## src/logic/sdg_regs.svh

```systemverilog
/*
 sdg_regs.svh: register offsets, field positions, reset values, command codes,
 adc channel assignment and timing counts for the status-line and adc diagnostic block.
 assumes a 100 MHz clock; definitions only.
*/
`ifndef SDG_REGS_SVH
`define SDG_REGS_SVH

`define SDG_ADDR_W 16
`define SDG_OFF_MAP0 16'h0008
`define SDG_OFF_MAP1 16'h000c
`define SDG_OFF_MAP2 16'h0010
`define SDG_OFF_MAP3 16'h0014
`define SDG_OFF_DIAG 16'h0020

`define SDG_NUM_LINES 4
`define SDG_MAP_SEL_W 28
`define SDG_MAP_SET_BIT 28
`define SDG_MAP_RST 32'h0000_0000

`define SDG_DIAG_ERST_BIT 29
`define SDG_DIAG_LRST_BIT 21
`define SDG_DIAG_CH_HI 20
`define SDG_DIAG_CH_LO 18
`define SDG_DIAG_DONE_BIT 8
`define SDG_DIAG_CH_RST 3'h0

`define SDG_CMD_FORCE_HIGH 8'h3a
`define SDG_CMD_FORCE_LOW 8'h3b
`define SDG_CMD_NORMAL 8'h3c
`define SDG_CMD_LATCH_CLR 8'h3e

`define SDG_CH_OPT_POWER 3'h0
`define SDG_CH_TEMP_TOP 3'h1
`define SDG_CH_TEMP_BOT 3'h2
`define SDG_CH_ECL_MAIN 3'h3
`define SDG_CH_ECL_TERM 3'h6

`define SDG_CLK_NS 10
`define SDG_ADC_START_NS 250
`define SDG_ADC_START_CYC ((`SDG_ADC_START_NS + `SDG_CLK_NS - 1) / `SDG_CLK_NS)

`endif

```

## src/logic/sdg_pkg.sv

```systemverilog
/*
 sdg_pkg: types shared by the status-line and adc diagnostic block.
 assumes nothing beyond a systemverilog compiler.
*/
package sdg_pkg;

    typedef enum logic [1:0] {
        sdg_force_none,
        sdg_force_high,
        sdg_force_low
    } sdg_force_t;

    typedef enum logic [1:0] {
        sdg_adc_idle,
        sdg_adc_start,
        sdg_adc_wait_low,
        sdg_adc_wait_high
    } sdg_adc_state_t;

    typedef struct packed {
        logic valid;
        logic [7:0] code;
    } sdg_cmd_t;

    typedef struct packed {
        logic start;
        logic [2:0] sel;
    } sdg_adc_out_t;

    typedef struct packed {
        logic eoc;
        logic [7:0] data;
    } sdg_adc_in_t;

endpackage

```

## src/logic/sdg_status_diag.sv

```systemverilog
/*
 sdg_status_diag: status cable lines (mapped, forced by link command or by register)
 and the diagnostic register that drives the housekeeping adc.
 assumes a synchronous register port, link commands decoded to one-cycle pulses,
 and monitored conditions synchronous to clk.
*/
// Contract
// - all-zero mappings keep status lines low
// - mapping bit 28 sets line directly
// - command 0x3a forces all lines high
// - command 0x3b forces all lines low
// - command 0x3c restores mapped reporting
// - diag bit 29 cancels any forcing
// - diag bits 20..18 select adc channel
// - each diag write starts a conversion
// - diag reads return that result once bit 8 is set
// - diag bit 8 flags conversion complete
// - diag bits 7..0 hold adc result
// - channels three and six: ecl supplies
// - channels one and two: board temperatures
// - channel zero: optical receive power
// - mapped line is or of selected conditions
// - latches clear by bit 21 or 0x3e
`timescale 1ns/1ps
`include "sdg_regs.svh"
module sdg_status_diag import sdg_pkg::*; #(
    parameter int NCOND = `SDG_MAP_SEL_W,
    parameter logic [NCOND-1:0] LATCH_MASK = '1,
    parameter int START_CYC = `SDG_ADC_START_CYC
) (
    input wire logic clk,
    input wire logic resetn,
    input wire logic ce,
    input wire logic [`SDG_ADDR_W-1:0] reg_addr,
    input wire logic reg_wr,
    input wire logic reg_rd,
    input wire logic [31:0] reg_wdata,
    output logic [31:0] reg_rdata,
    output logic reg_ack,
    input wire sdg_cmd_t link_cmd,
    input wire logic [NCOND-1:0] cond_in,
    input wire sdg_adc_in_t adc_in,
    output sdg_adc_out_t adc_out,
    output logic [`SDG_NUM_LINES-1:0] status_out
);
    // the external analog mux is wired so that these channel codes hold:
    // optical power, top and bottom temperature, ecl main and termination supply
    localparam logic [2:0] CH_OPT = `SDG_CH_OPT_POWER;
    localparam logic [2:0] CH_TTOP = `SDG_CH_TEMP_TOP;
    localparam logic [2:0] CH_TBOT = `SDG_CH_TEMP_BOT;
    localparam logic [2:0] CH_EMAIN = `SDG_CH_ECL_MAIN;
    localparam logic [2:0] CH_ETERM = `SDG_CH_ECL_TERM;

    logic [31:0] map_r [`SDG_NUM_LINES];
    logic [31:0] map_nxt [`SDG_NUM_LINES];
    logic [2:0] ch_r, ch_nxt;
    sdg_force_t force_r, force_nxt;
    logic [`SDG_NUM_LINES-1:0] status_r, status_nxt;
    logic [31:0] rdata_r, rdata_nxt;
    logic ack_r, ack_nxt;

    logic diag_wr, erst_w, latch_clr;
    logic [NCOND-1:0] cond_eff;
    logic adc_done;
    logic [7:0] adc_result;

    assign diag_wr = reg_wr && reg_addr == `SDG_OFF_DIAG;
    assign erst_w = diag_wr && reg_wdata[`SDG_DIAG_ERST_BIT];
    assign latch_clr = (diag_wr && reg_wdata[`SDG_DIAG_LRST_BIT]) ||
                       (link_cmd.valid && link_cmd.code == `SDG_CMD_LATCH_CLR);

    sdg_err_latch #(
        .N(NCOND),
        .LATCH_MASK(LATCH_MASK)
    ) u_latch (
        .clk(clk),
        .resetn(resetn),
        .ce(ce),
        .cond_in(cond_in),
        .clr(latch_clr),
        .cond_out(cond_eff)
    );

    sdg_adc_ctrl #(
        .START_CYC(START_CYC)
    ) u_adc (
        .clk(clk),
        .resetn(resetn),
        .ce(ce),
        .start_req(diag_wr),
        .ch_in(reg_wdata[`SDG_DIAG_CH_HI:`SDG_DIAG_CH_LO]),
        .adc_in(adc_in),
        .adc_out(adc_out),
        .done(adc_done),
        .result(adc_result)
    );

    // register writes
    always_comb begin
        for (int i = 0; i < `SDG_NUM_LINES; i++) begin
            map_nxt[i] = map_r[i];
        end
        ch_nxt = ch_r;
        if (reg_wr) begin
            if (reg_addr == `SDG_OFF_MAP0) begin
                map_nxt[0] = reg_wdata;
            end else if (reg_addr == `SDG_OFF_MAP1) begin
                map_nxt[1] = reg_wdata;
            end else if (reg_addr == `SDG_OFF_MAP2) begin
                map_nxt[2] = reg_wdata;
            end else if (reg_addr == `SDG_OFF_MAP3) begin
                map_nxt[3] = reg_wdata;
            end else if (reg_addr == `SDG_OFF_DIAG) begin
                ch_nxt = reg_wdata[`SDG_DIAG_CH_HI:`SDG_DIAG_CH_LO];
            end
        end
    end

    // forcing state; the register reset wins over a link command in the same cycle
    always_comb begin
        force_nxt = force_r;
        if (erst_w) begin
            force_nxt = sdg_force_none;
        end else if (link_cmd.valid) begin
            case (link_cmd.code)
                `SDG_CMD_FORCE_HIGH: force_nxt = sdg_force_high;
                `SDG_CMD_FORCE_LOW: force_nxt = sdg_force_low;
                `SDG_CMD_NORMAL: force_nxt = sdg_force_none;
                default: force_nxt = force_r;
            endcase
        end
    end

    // lines follow the next mapping and forcing so a change shows one cycle later
    always_comb begin
        for (int i = 0; i < `SDG_NUM_LINES; i++) begin
            status_nxt[i] = |(map_nxt[i][NCOND-1:0] & cond_eff) |
                            map_nxt[i][`SDG_MAP_SET_BIT];
        end
        case (force_nxt)
            sdg_force_high: status_nxt = '1;
            sdg_force_low: status_nxt = '0;
            default: status_nxt = status_nxt;
        endcase
    end

    // read path: one cycle latency, unmapped reads return zero
    always_comb begin
        rdata_nxt = rdata_r;
        ack_nxt = reg_wr || reg_rd;
        if (reg_rd) begin
            rdata_nxt = 32'h0000_0000;
            if (reg_addr == `SDG_OFF_MAP0) begin
                rdata_nxt = map_r[0];
            end else if (reg_addr == `SDG_OFF_MAP1) begin
                rdata_nxt = map_r[1];
            end else if (reg_addr == `SDG_OFF_MAP2) begin
                rdata_nxt = map_r[2];
            end else if (reg_addr == `SDG_OFF_MAP3) begin
                rdata_nxt = map_r[3];
            end else if (reg_addr == `SDG_OFF_DIAG) begin
                rdata_nxt[`SDG_DIAG_CH_HI:`SDG_DIAG_CH_LO] = ch_r;
                rdata_nxt[`SDG_DIAG_DONE_BIT] = adc_done;
                rdata_nxt[7:0] = adc_result;
            end
        end
    end

    always_ff @(posedge clk) begin
        if (!resetn) begin
            for (int i = 0; i < `SDG_NUM_LINES; i++) begin
                map_r[i] <= `SDG_MAP_RST;
            end
            ch_r <= `SDG_DIAG_CH_RST;
            force_r <= sdg_force_none;
            status_r <= '0;
            rdata_r <= 32'h0000_0000;
            ack_r <= 1'b0;
        end else if (ce) begin
            for (int i = 0; i < `SDG_NUM_LINES; i++) begin
                map_r[i] <= map_nxt[i];
            end
            ch_r <= ch_nxt;
            force_r <= force_nxt;
            status_r <= status_nxt;
            rdata_r <= rdata_nxt;
            ack_r <= ack_nxt;
        end
    end

    assign status_out = status_r;
    assign reg_rdata = rdata_r;
    assign reg_ack = ack_r;

    // width of the running adc start pulse; only the pulse-width check reads it
    logic [7:0] start_len_r;
    logic [7:0] start_len_nxt;

    always_comb begin
        start_len_nxt = start_len_r;
        if (diag_wr) begin
            start_len_nxt = 8'h00;
        end else if (adc_out.start && start_len_r != 8'hff) begin
            start_len_nxt = start_len_r + 8'h01;
        end
    end

    always_ff @(posedge clk) begin
        if (!resetn) begin
            start_len_r <= 8'h00;
        end else if (ce) begin
            start_len_r <= start_len_nxt;
        end
    end
endmodule

```

## src/logic/sdg_err_latch.sv

```systemverilog
/*
 sdg_err_latch: holds the latched monitored conditions until cleared.
 assumes conditions synchronous to clk; clr is a one-cycle pulse.
*/
`timescale 1ns/1ps
`include "sdg_regs.svh"
module sdg_err_latch import sdg_pkg::*; #(
    parameter int N = `SDG_MAP_SEL_W,
    parameter logic [N-1:0] LATCH_MASK = '1
) (
    input wire logic clk,
    input wire logic resetn,
    input wire logic ce,
    input wire logic [N-1:0] cond_in,
    input wire logic clr,
    output logic [N-1:0] cond_out
);
    logic [N-1:0] latch_r;
    logic [N-1:0] latch_nxt;

    // a condition present in the clear cycle survives the clear
    always_comb begin
        if (clr) begin
            latch_nxt = cond_in & LATCH_MASK;
        end else begin
            latch_nxt = (latch_r | cond_in) & LATCH_MASK;
        end
    end

    always_ff @(posedge clk) begin
        if (!resetn) begin
            latch_r <= '0;
        end else if (ce) begin
            latch_r <= latch_nxt;
        end
    end

    assign cond_out = (cond_in & ~LATCH_MASK) | latch_r;
endmodule

```

## src/logic/sdg_adc_ctrl.sv

```systemverilog
/*
 sdg_adc_ctrl: runs one conversion of the external 8-channel adc per request.
 assumes the adc drops eoc after start and raises it when the result is valid.
*/
`timescale 1ns/1ps
`include "sdg_regs.svh"
module sdg_adc_ctrl import sdg_pkg::*; #(
    parameter int START_CYC = `SDG_ADC_START_CYC
) (
    input wire logic clk,
    input wire logic resetn,
    input wire logic ce,
    input wire logic start_req,
    input wire logic [2:0] ch_in,
    input wire sdg_adc_in_t adc_in,
    output sdg_adc_out_t adc_out,
    output logic done,
    output logic [7:0] result
);
    sdg_adc_state_t state_r, state_nxt;
    sdg_adc_out_t out_r, out_nxt;
    logic done_r, done_nxt;
    logic [7:0] res_r, res_nxt;
    logic [7:0] cnt_r, cnt_nxt;

    // a new request restarts the converter even mid-conversion
    always_comb begin
        state_nxt = state_r;
        out_nxt = out_r;
        done_nxt = done_r;
        res_nxt = res_r;
        cnt_nxt = cnt_r;
        if (start_req) begin
            state_nxt = sdg_adc_start;
            out_nxt.sel = ch_in;
            out_nxt.start = 1'b1;
            done_nxt = 1'b0;
            cnt_nxt = 8'(START_CYC - 1);
        end else begin
            case (state_r)
                sdg_adc_start: begin
                    if (cnt_r == 8'h00) begin
                        out_nxt.start = 1'b0;
                        state_nxt = sdg_adc_wait_low;
                    end else begin
                        cnt_nxt = cnt_r - 8'h01;
                    end
                end
                sdg_adc_wait_low: begin
                    if (!adc_in.eoc) begin
                        state_nxt = sdg_adc_wait_high;
                    end
                end
                sdg_adc_wait_high: begin
                    if (adc_in.eoc) begin
                        res_nxt = adc_in.data;
                        done_nxt = 1'b1;
                        state_nxt = sdg_adc_idle;
                    end
                end
                default: begin
                    state_nxt = sdg_adc_idle;
                end
            endcase
        end
    end

    always_ff @(posedge clk) begin
        if (!resetn) begin
            state_r <= sdg_adc_idle;
            out_r <= '0;
            done_r <= 1'b0;
            res_r <= 8'h00;
            cnt_r <= 8'h00;
        end else if (ce) begin
            state_r <= state_nxt;
            out_r <= out_nxt;
            done_r <= done_nxt;
            res_r <= res_nxt;
            cnt_r <= cnt_nxt;
        end
    end

    assign adc_out = out_r;
    assign done = done_r;
    assign result = res_r;
endmodule

```

## config.mk

```make
export PLATFORM = sky130hd
export DESIGN_NAME = sdg_status_diag
export DESIGN_NICKNAME = d
export VERILOG_FILES = /design/src/logic/sdg_pkg.sv /design/src/logic/sdg_status_diag.sv /design/src/logic/sdg_err_latch.sv /design/src/logic/sdg_adc_ctrl.sv
export VERILOG_INCLUDE_DIRS = /design/src /design/src/logic
export SDC_FILE = /design/constraint.sdc
export NUM_CORES = 1
export LEC_CHECK = 0
export ABC_AREA = 1
export BUFFER_PORTS_ARGS = -buffer_cell sky130_fd_sc_hd__buf_2
export CELL_PAD_IN_SITES_DETAIL_PLACEMENT = 1
export CELL_PAD_IN_SITES_GLOBAL_PLACEMENT = 2
export CORE_ASPECT_RATIO = 0.8
export CORE_MARGIN = 4
export CORE_UTILIZATION = 35
export DETAILED_ROUTE_END_ITERATION = 10
export PLACE_DENSITY = 0.83
export SETUP_SLACK_MARGIN = 0.5
export SKIP_CTS_REPAIR_TIMING = 1
export SLEW_MARGIN = 0
export SYNTH_ARGS = -nofsm -noshare
export SYNTH_HDL_FRONTEND = slang
export SYNTH_SLANG_ARGS = --single-unit
```

## constraint.sdc

```tcl
create_clock -name clk -period 10 [get_ports clk]
set_input_delay 0.5 -clock clk [delete_from_list [all_inputs] [get_ports clk]]
set_output_delay 0.5 -clock clk [all_outputs]
set_load 0.005 [all_outputs]
```

==> impl_results.md, run 1 <==
- Pin count of the biggest net entering global routing: 78
- Total leakage power: 6.37 nW
- Crit-path max FO: 59
- Top Ports: 140
- Inst Count DP: 2,173
- Core box area: 34,000 µm²
- Worst-Margin Slew: 0.939 ns
- Post-synth EDFFs: 128
- Top post-synthesis cells by count: 469 x nand2_1, 207 x nor2_1, 176 x inv_1
- Clk_skew: 0.0164 ns
- Drt initial violations: 1,138
- Instance count on the critical path: 7
- Number of synthesized register bits: 221
- Peak supply drop: 0.106 mV
- Crit path launch type: primary input
- CP Capture Type: register
- Placed Area: 13,200 µm²
- HP Class: in2reg
- YS warnings: 0
- CP dominant cell by count: buf_4
- TritonRoute pass-1 iters: 5
- Worst Path Arrival: 3.41 ns
- CTS max path bufs: 3
- ANT nets after route: 0
- Fin nets: 1,841
- Port-buffer cells: 139
- Synth area leader: edfxtp_1
- Fin area: 14,100 µm²
- Synth top area share: 31.5%
- Cell area after synthesis: 12,200 µm²
- Most common cell in the netlist: nand2_1
- Vias: 12,100
- WL/cell: 23.1 µm
- Worst-path clk slew: 0.06 ns
- Crit-path cells: buf_2 -> buf_4 -> clkinv_1 -> buf_4 -> nor2_1 -> inv_4 -> buf_4
- Fraction of layout cells with a size suffix above 1: 13.1%
- Final hold violation count: 0
- Async SR Flop Fraction: 0%
- Hold Crit Depth: 3
- CP max-delay cell: buf_4
- Max-cap viol count: 0
- GRT Total Usage: 26.5%
- Slew headroom: 37.2%
- RSZ-0062 raised after global routing: false
- Cell Count, Final, Fillers Out: 2,221
- Clock Sinks: 221
- # rows: 60
- Status: completed
- Routability Congestion: 0.878
- Die Area: 37,900 µm²
- Final worst slack: 6.79 ns
- Fillcell total: 4,304
- Syn-to-layout area delta: 15.7%
- H-tree levels: 1
- CTS tree: built
- Setup TNS: 0 ns
- Cts bufs inserted: 26
- Post-Syn Area per Cell: 7.46 µm²
- Buf/Inv on CP: 6
- Vias in the first global route: 12,400
- Via/cell ratio: 5.47
- Dominant cells by area after synthesis: edfxtp_1 31%, dfxtp_1 15%, nand2_1 14%
- Synth Flop Type: edfxtp_1
- Root Driver: clkbuf_16
- Largest stage delay, worst path: 0.54 ns
- Drc violations: 0
- Min Hold Slack: 0.137 ns
- Height of the die: 175 µm
- DRT Wirelength: 51,400 µm
- Initial antenna violation count: 2
- Worst reg-to-reg path cell count: 12
- Post-DP HPWL: 36,200 µm
- Synth Instances: 1,637
- Starting Density: 35.9%
- Synth unique cells: 45
- Period utilization: 32.1%
- Crit Path Category: in2reg
- CP required: 10.19 ns
- Setup Viol. Count Final: 0
- First-pass GRT wire length: 76,800 µm
- Syn Nets: 1,742
- DP Worst Slack: 6.25 ns
- Min Tclk post-route: 3.21 ns
- P per Cell Area: 165 nW/µm²
- Final Slew Violations: 0
- Ant. Diodes: 0
- FMAX: 0.311 GHz
- Die width: 217 µm
- Seq/Total Area, Yosys: 46.8%
- Later-pin clock latency in the skew report: 0.56 ns
- CP top delay family: buffers and inverters
- Gr ovfl total: 0
## worst register-to-register path: stages (launching register included)
cell     delay (ns)
dfxtp_1        0.36
inv_1          0.08
ha_1           0.19
nand4_1        0.16
nand2_1        0.07
nand2_1        0.15
inv_1          0.11
nor2_1         0.17
inv_1          0.08
nor2_1         0.13
nand2_1        0.09
nor3_1         0.17
nor3_1         0.06
## metal layers
layer	up-vias	global-route usage (%)	part of all wire [%]
li1	5665	-	-
met1	5926	37.9	45
met2	478	40.1	42
met3	80	6.08	9.5
met4	0	7.49	3.2
met5	-	0	0
## area by class of cell
cell class | instances | area [µm²] | share of cell area (%)
well taps | 465 | 582 | 4.12
multi-input cells | 1146 | 5420 | 38.4
clock buffers | 39 | 782 | 5.54
inverters | 183 | 689 | 4.88
clock inverters | 9 | 104 | 0.735
repair buffers | 158 | 838 | 5.93
flip-flops and latches | 221 | 5710 | 40.4
## where the power goes
part	internal, mW	total, mW	switching, mW	leakage [nW]
logic	0.0810	0.260	0.179	3.77
clock network	0.591	1.00	0.411	0.436
registers	1.02	1.06	0.0468	2.16
## sequential cells by signal, indices dropped and copies added (netlist names)
name              count
map_r               128
reg_rdata            32
u_latch.cond_out     28
u_adc.cnt_r           8
u_adc.result          8
status_out            4
u_adc.adc_out         4
ch_r                  3
force_r               2
u_adc.state_r         2
reg_ack               1
u_adc.done            1
## layout by cell type, fill, tap and decap left out, drive strengths merged, types with 2 or more instances in the layout
master	instances
nand2	471
nand3b	6
a211oi	2
a31oi	14
ha	6
o211ai	55
clkbuf	39
nor3	7
o221a	8
a41oi	9
nand3	88
inv	180
buf	158
a221oi	10
a21oi	35
nand4	7
o22ai	26
o221ai	8
edfxtp	128
bufinv	2
or2	4
clkinv	10
dfxtp	93
o31ai	6
nor2	215
o21ai	162
## logic make-up after synthesis
family	Yosys count	synth area share [%]
AOI/OAI and AO/OA	337	17.0
xor gates and xnor gates	2	0.144
adders and majority gates	6	0.615
buffers and inverters	270	8.87
DFF	221	46.8
muxes	1	0.0820
and+or+nand+nor	800	26.5
## worst paths after layout
kind	startpoint	to	slack, ns
worst max-delay path	resetn	map_r[3][5]$_SDFFCE_PN0P_	6.79
worst min-delay path	cond_in[18]	u_latch.cond_out[18]$_SDFFE_PN0P_	0.14
worst max register to register	u_adc.cnt_r[1]$_SDFFE_PN0P_	u_adc.cnt_r[7]$_SDFFE_PN0P_	8.07
worst min register to register	u_adc.adc_out[1]$_SDFFE_PN0P_	u_adc.adc_out[1]$_SDFFE_PN0P_	0.45
## stage by stage
stage / total power, mW / util, %
3_3_place_gp: 1.33 / 38.9
4_1_cts: 2.34 / 41.5
6_report: 2.33 / 41.5
2_1_floorplan: 1.21 / -
5_1_grt: 2.41 / 41.5
3_5_place_dp: 1.34 / 38.9
Note: power is estimated with default switching activity, not from simulation.
==> inputs of run 2 (changes only) <==
--- a/config.mk
+++ b/config.mk
@@ -12,9 +12,9 @@
 export CELL_PAD_IN_SITES_GLOBAL_PLACEMENT = 2
 export CORE_ASPECT_RATIO = 0.8
 export CORE_MARGIN = 4
-export CORE_UTILIZATION = 35
+export CORE_UTILIZATION = 31
 export DETAILED_ROUTE_END_ITERATION = 10
-export PLACE_DENSITY = 0.83
+export PLACE_DENSITY = 0.78
 export SETUP_SLACK_MARGIN = 0.5
 export SKIP_CTS_REPAIR_TIMING = 1
 export SLEW_MARGIN = 0
==> constraint.sdc (replaced) <==
create_clock -name clk -period 2.75 [get_ports clk]
set_input_delay 0.1375 -clock clk [delete_from_list [all_inputs] [get_ports clk]]
set_output_delay 0.1375 -clock clk [all_outputs]
set_load 0.005 [all_outputs]
==> run 2 against run 1 <==
  * The run now ends with hold timing left
  * Core utilization down 2.5 points
  * Largest power group unchanged
  * Critical path depth rose by 12
  * Setup slack got worse by 6.1 ns
==> impl_results.md, run 2 (same netlist as run 1, synthesis figures left out) <==
- Final core utilization: 39.0% (was 41.5%)
- Drc violations: 0 (unchanged)
- Final Slew Violations: 0 (unchanged)
- Die Area: 42,600 µm² (was 37,900 µm²)
- Largest register by flop count: map_r (unchanged)
- Root Driver: clkbuf_16 (unchanged)
- Fin nets: 1,925 (was 1,841)
- Via/cell ratio: 5.26 (was 5.47)
- Syn-to-layout area delta: 23.2% (was 15.7%)
- GRT Total Usage: 23.8% (was 26.5%)
- CP Capture Type: register (unchanged)
- Crit-path max FO: 17 (was 59)
- Slew headroom: 32.3% (was 37.2%)
- Peak supply drop: 0.410 mV (was 0.106 mV)
- Ant. Diodes: 0 (unchanged)
- Hold Crit Depth: 3 (unchanged)
- CP required: 3.21 ns (was 10.19 ns)
- Crit Path Category: in2reg (unchanged)
- Height of the die: 185 µm (was 175 µm)
- Post-DP HPWL: 38,200 µm (was 36,200 µm)
- Min Tclk post-route: 2.09 ns
- Max FFs per register: 128 (unchanged)
- Final hold violation count: 2 (was 0)
- Inst Count DP: 2,281 (was 2,173)
- Top Ports: 140 (unchanged)
- P per Cell Area: 560 nW/µm² (was 165 nW/µm²)
- Cts bufs inserted: 26 (unchanged)
- Most common cell after layout, fill and taps aside: nand2_1 (unchanged)
- Setup Viol. Count Final: 0 (unchanged)
- Worst-Margin Slew: 1.02 ns (was 0.939 ns)
- FMAX: 0.479 GHz
- Port-buffer cells: 139 (unchanged)
- Worst reg-to-reg path cell count: 14 (was 12)
- Pin count of the biggest net entering global routing: 119 (was 78)
- Drt initial violations: 896 (was 1,138)
- First-pass GRT wire length: 77,500 µm (was 76,800 µm)
- Crit path launch type: primary input (unchanged)
- Setup TNS: 0 ns (unchanged)
- Worst-path clk slew: 0.06 ns (about the same)
- ANT nets after route: 0 (unchanged)
- Starting Density: 31.7% (was 35.9%)
- CTS max path bufs: 3 (unchanged)
- Initial antenna violation count: 2 (unchanged)
- Most frequent cells in the layout: 468 x nand2_1, 206 x nor2_1, 175 x inv_1 (was 468 x nand2_1, 207 x nor2_1, 175 x inv_1)
- Gr ovfl total: 0 (unchanged)
- Vias in the first global route: 12,500 (was 12,400)
- Worst Path Arrival: 2.55 ns (was 3.41 ns)
- Total leakage power: 6.80 nW (was 6.37 nW)
- RSZ-0062 raised after global routing: false (unchanged)
- Fraction of layout cells with a size suffix above 1: 15.0% (was 13.1%)
- Cell Count, Final, Fillers Out: 2,367 (was 2,221)
- HP Class: in2reg (unchanged)
- TritonRoute pass-1 iters: 5 (unchanged)
- Tot Pwr: 8.42 mW (was 2.33 mW)
- Period utilization: 76.0%
- Max-cap viol count: 0 (unchanged)
- WL/cell: 22.2 µm (was 23.1 µm)
- CTS tree: built (unchanged)
- Failing checks: hold timing
- Min Hold Slack: -0.0140 ns (was 0.137 ns)
- Die width: 230 µm (was 217 µm)
- Vias: 12,400 (was 12,100)
- Status: finished with violations (was completed)
- Later-pin clock latency in the skew report: 0.56 ns (about the same)
- H-tree levels: 1 (unchanged)
- Routability Congestion: 0.910 (was 0.878)
- # rows: 64 (was 60)
- DRT Wirelength: 52,700 µm (was 51,400 µm)
- Clock Sinks: 221 (unchanged)
- Core box area: 38,500 µm² (was 34,000 µm²)
- Clk_skew: 0.0161 ns (was 0.0164 ns)
-- run 2: changes by cell type in the layout (fill, tap and decap cells not counted), moves of 2 or more --
cell,change
dlygate4sd3_1,+39
clkinv_2,-3
clkinv_4,+2
buf_4,+35
bufinv_16,-2
buf_12,+9
-- run 2: path summary, 6_finish.rpt --
kind / endpoint / from / slack [ns]
worst max-delay path: status_out[3]$_SDFFE_PN0P_ / reg_addr[15] / 0.66
worst min-delay path: map_r[2][0]$_SDFFCE_PN0P_ / reg_wdata[0] / -0.01
worst min register to register: u_adc.adc_out[2]$_SDFFE_PN0P_ / u_adc.adc_out[2]$_SDFFE_PN0P_ / 0.44
worst max register to register: status_out[3]$_SDFFE_PN0P_ / map_r[3][10]$_SDFFCE_PN0P_ / 0.87
-- run 2: critical path, stage by stage --
cell and delay, ns:
buf_2 0.10, nor2_1 0.09, nand2_1 0.09, nor2_4 0.19, buf_4 0.28, buf_6 0.27
nand3_1 0.12, nand2_1 0.09, nand2_1 0.06, nand3_1 0.16, nand2_1 0.07, nor2_1 0.13
nand2_1 0.07, nor2_1 0.25, nand2_1 0.17, nand2_1 0.09, nand2_1 0.05, nand2_1 0.06
nand2_1 0.05
-- run 2: per-stage QoR --
stage | setup WS (ns) | instance area (µm²)
after floorplan | 0.199 | 12200
after global placement | 0.181 | 13800
after detailed placement | 0.153 | 13800
after CTS | 0.737 | 14600
after global routing | 0.538 | 15000
final | 0.661 | 15000
-- run 2: area by class of cell --
cell class | count | area (µm²)
clock buffers | 41 | 811
clock inverters | 6 | 43.8
fillers | 4773 | 23500
inverters | 183 | 696
multi-input cells | 1146 | 5440
flip-flops and latches | 221 | 5710
well taps | 528 | 661
repair buffers | 242 | 1680
-- run 2: where the power goes --
part           switching (mW)  internal (mW)
sequential              0.171           3.70
clock                    1.50           2.03
combinational           0.672          0.351
total                    2.35           6.07
-- run 2: routing by layer --
layer	part of all wire (%)	GRT usage, %	up-vias
li1	-	-	5832
met3	7.6	5.55	61
met1	47	34.1	6163
met2	44	37.4	392
met4	1.9	4.50	0
met5	0	0	-
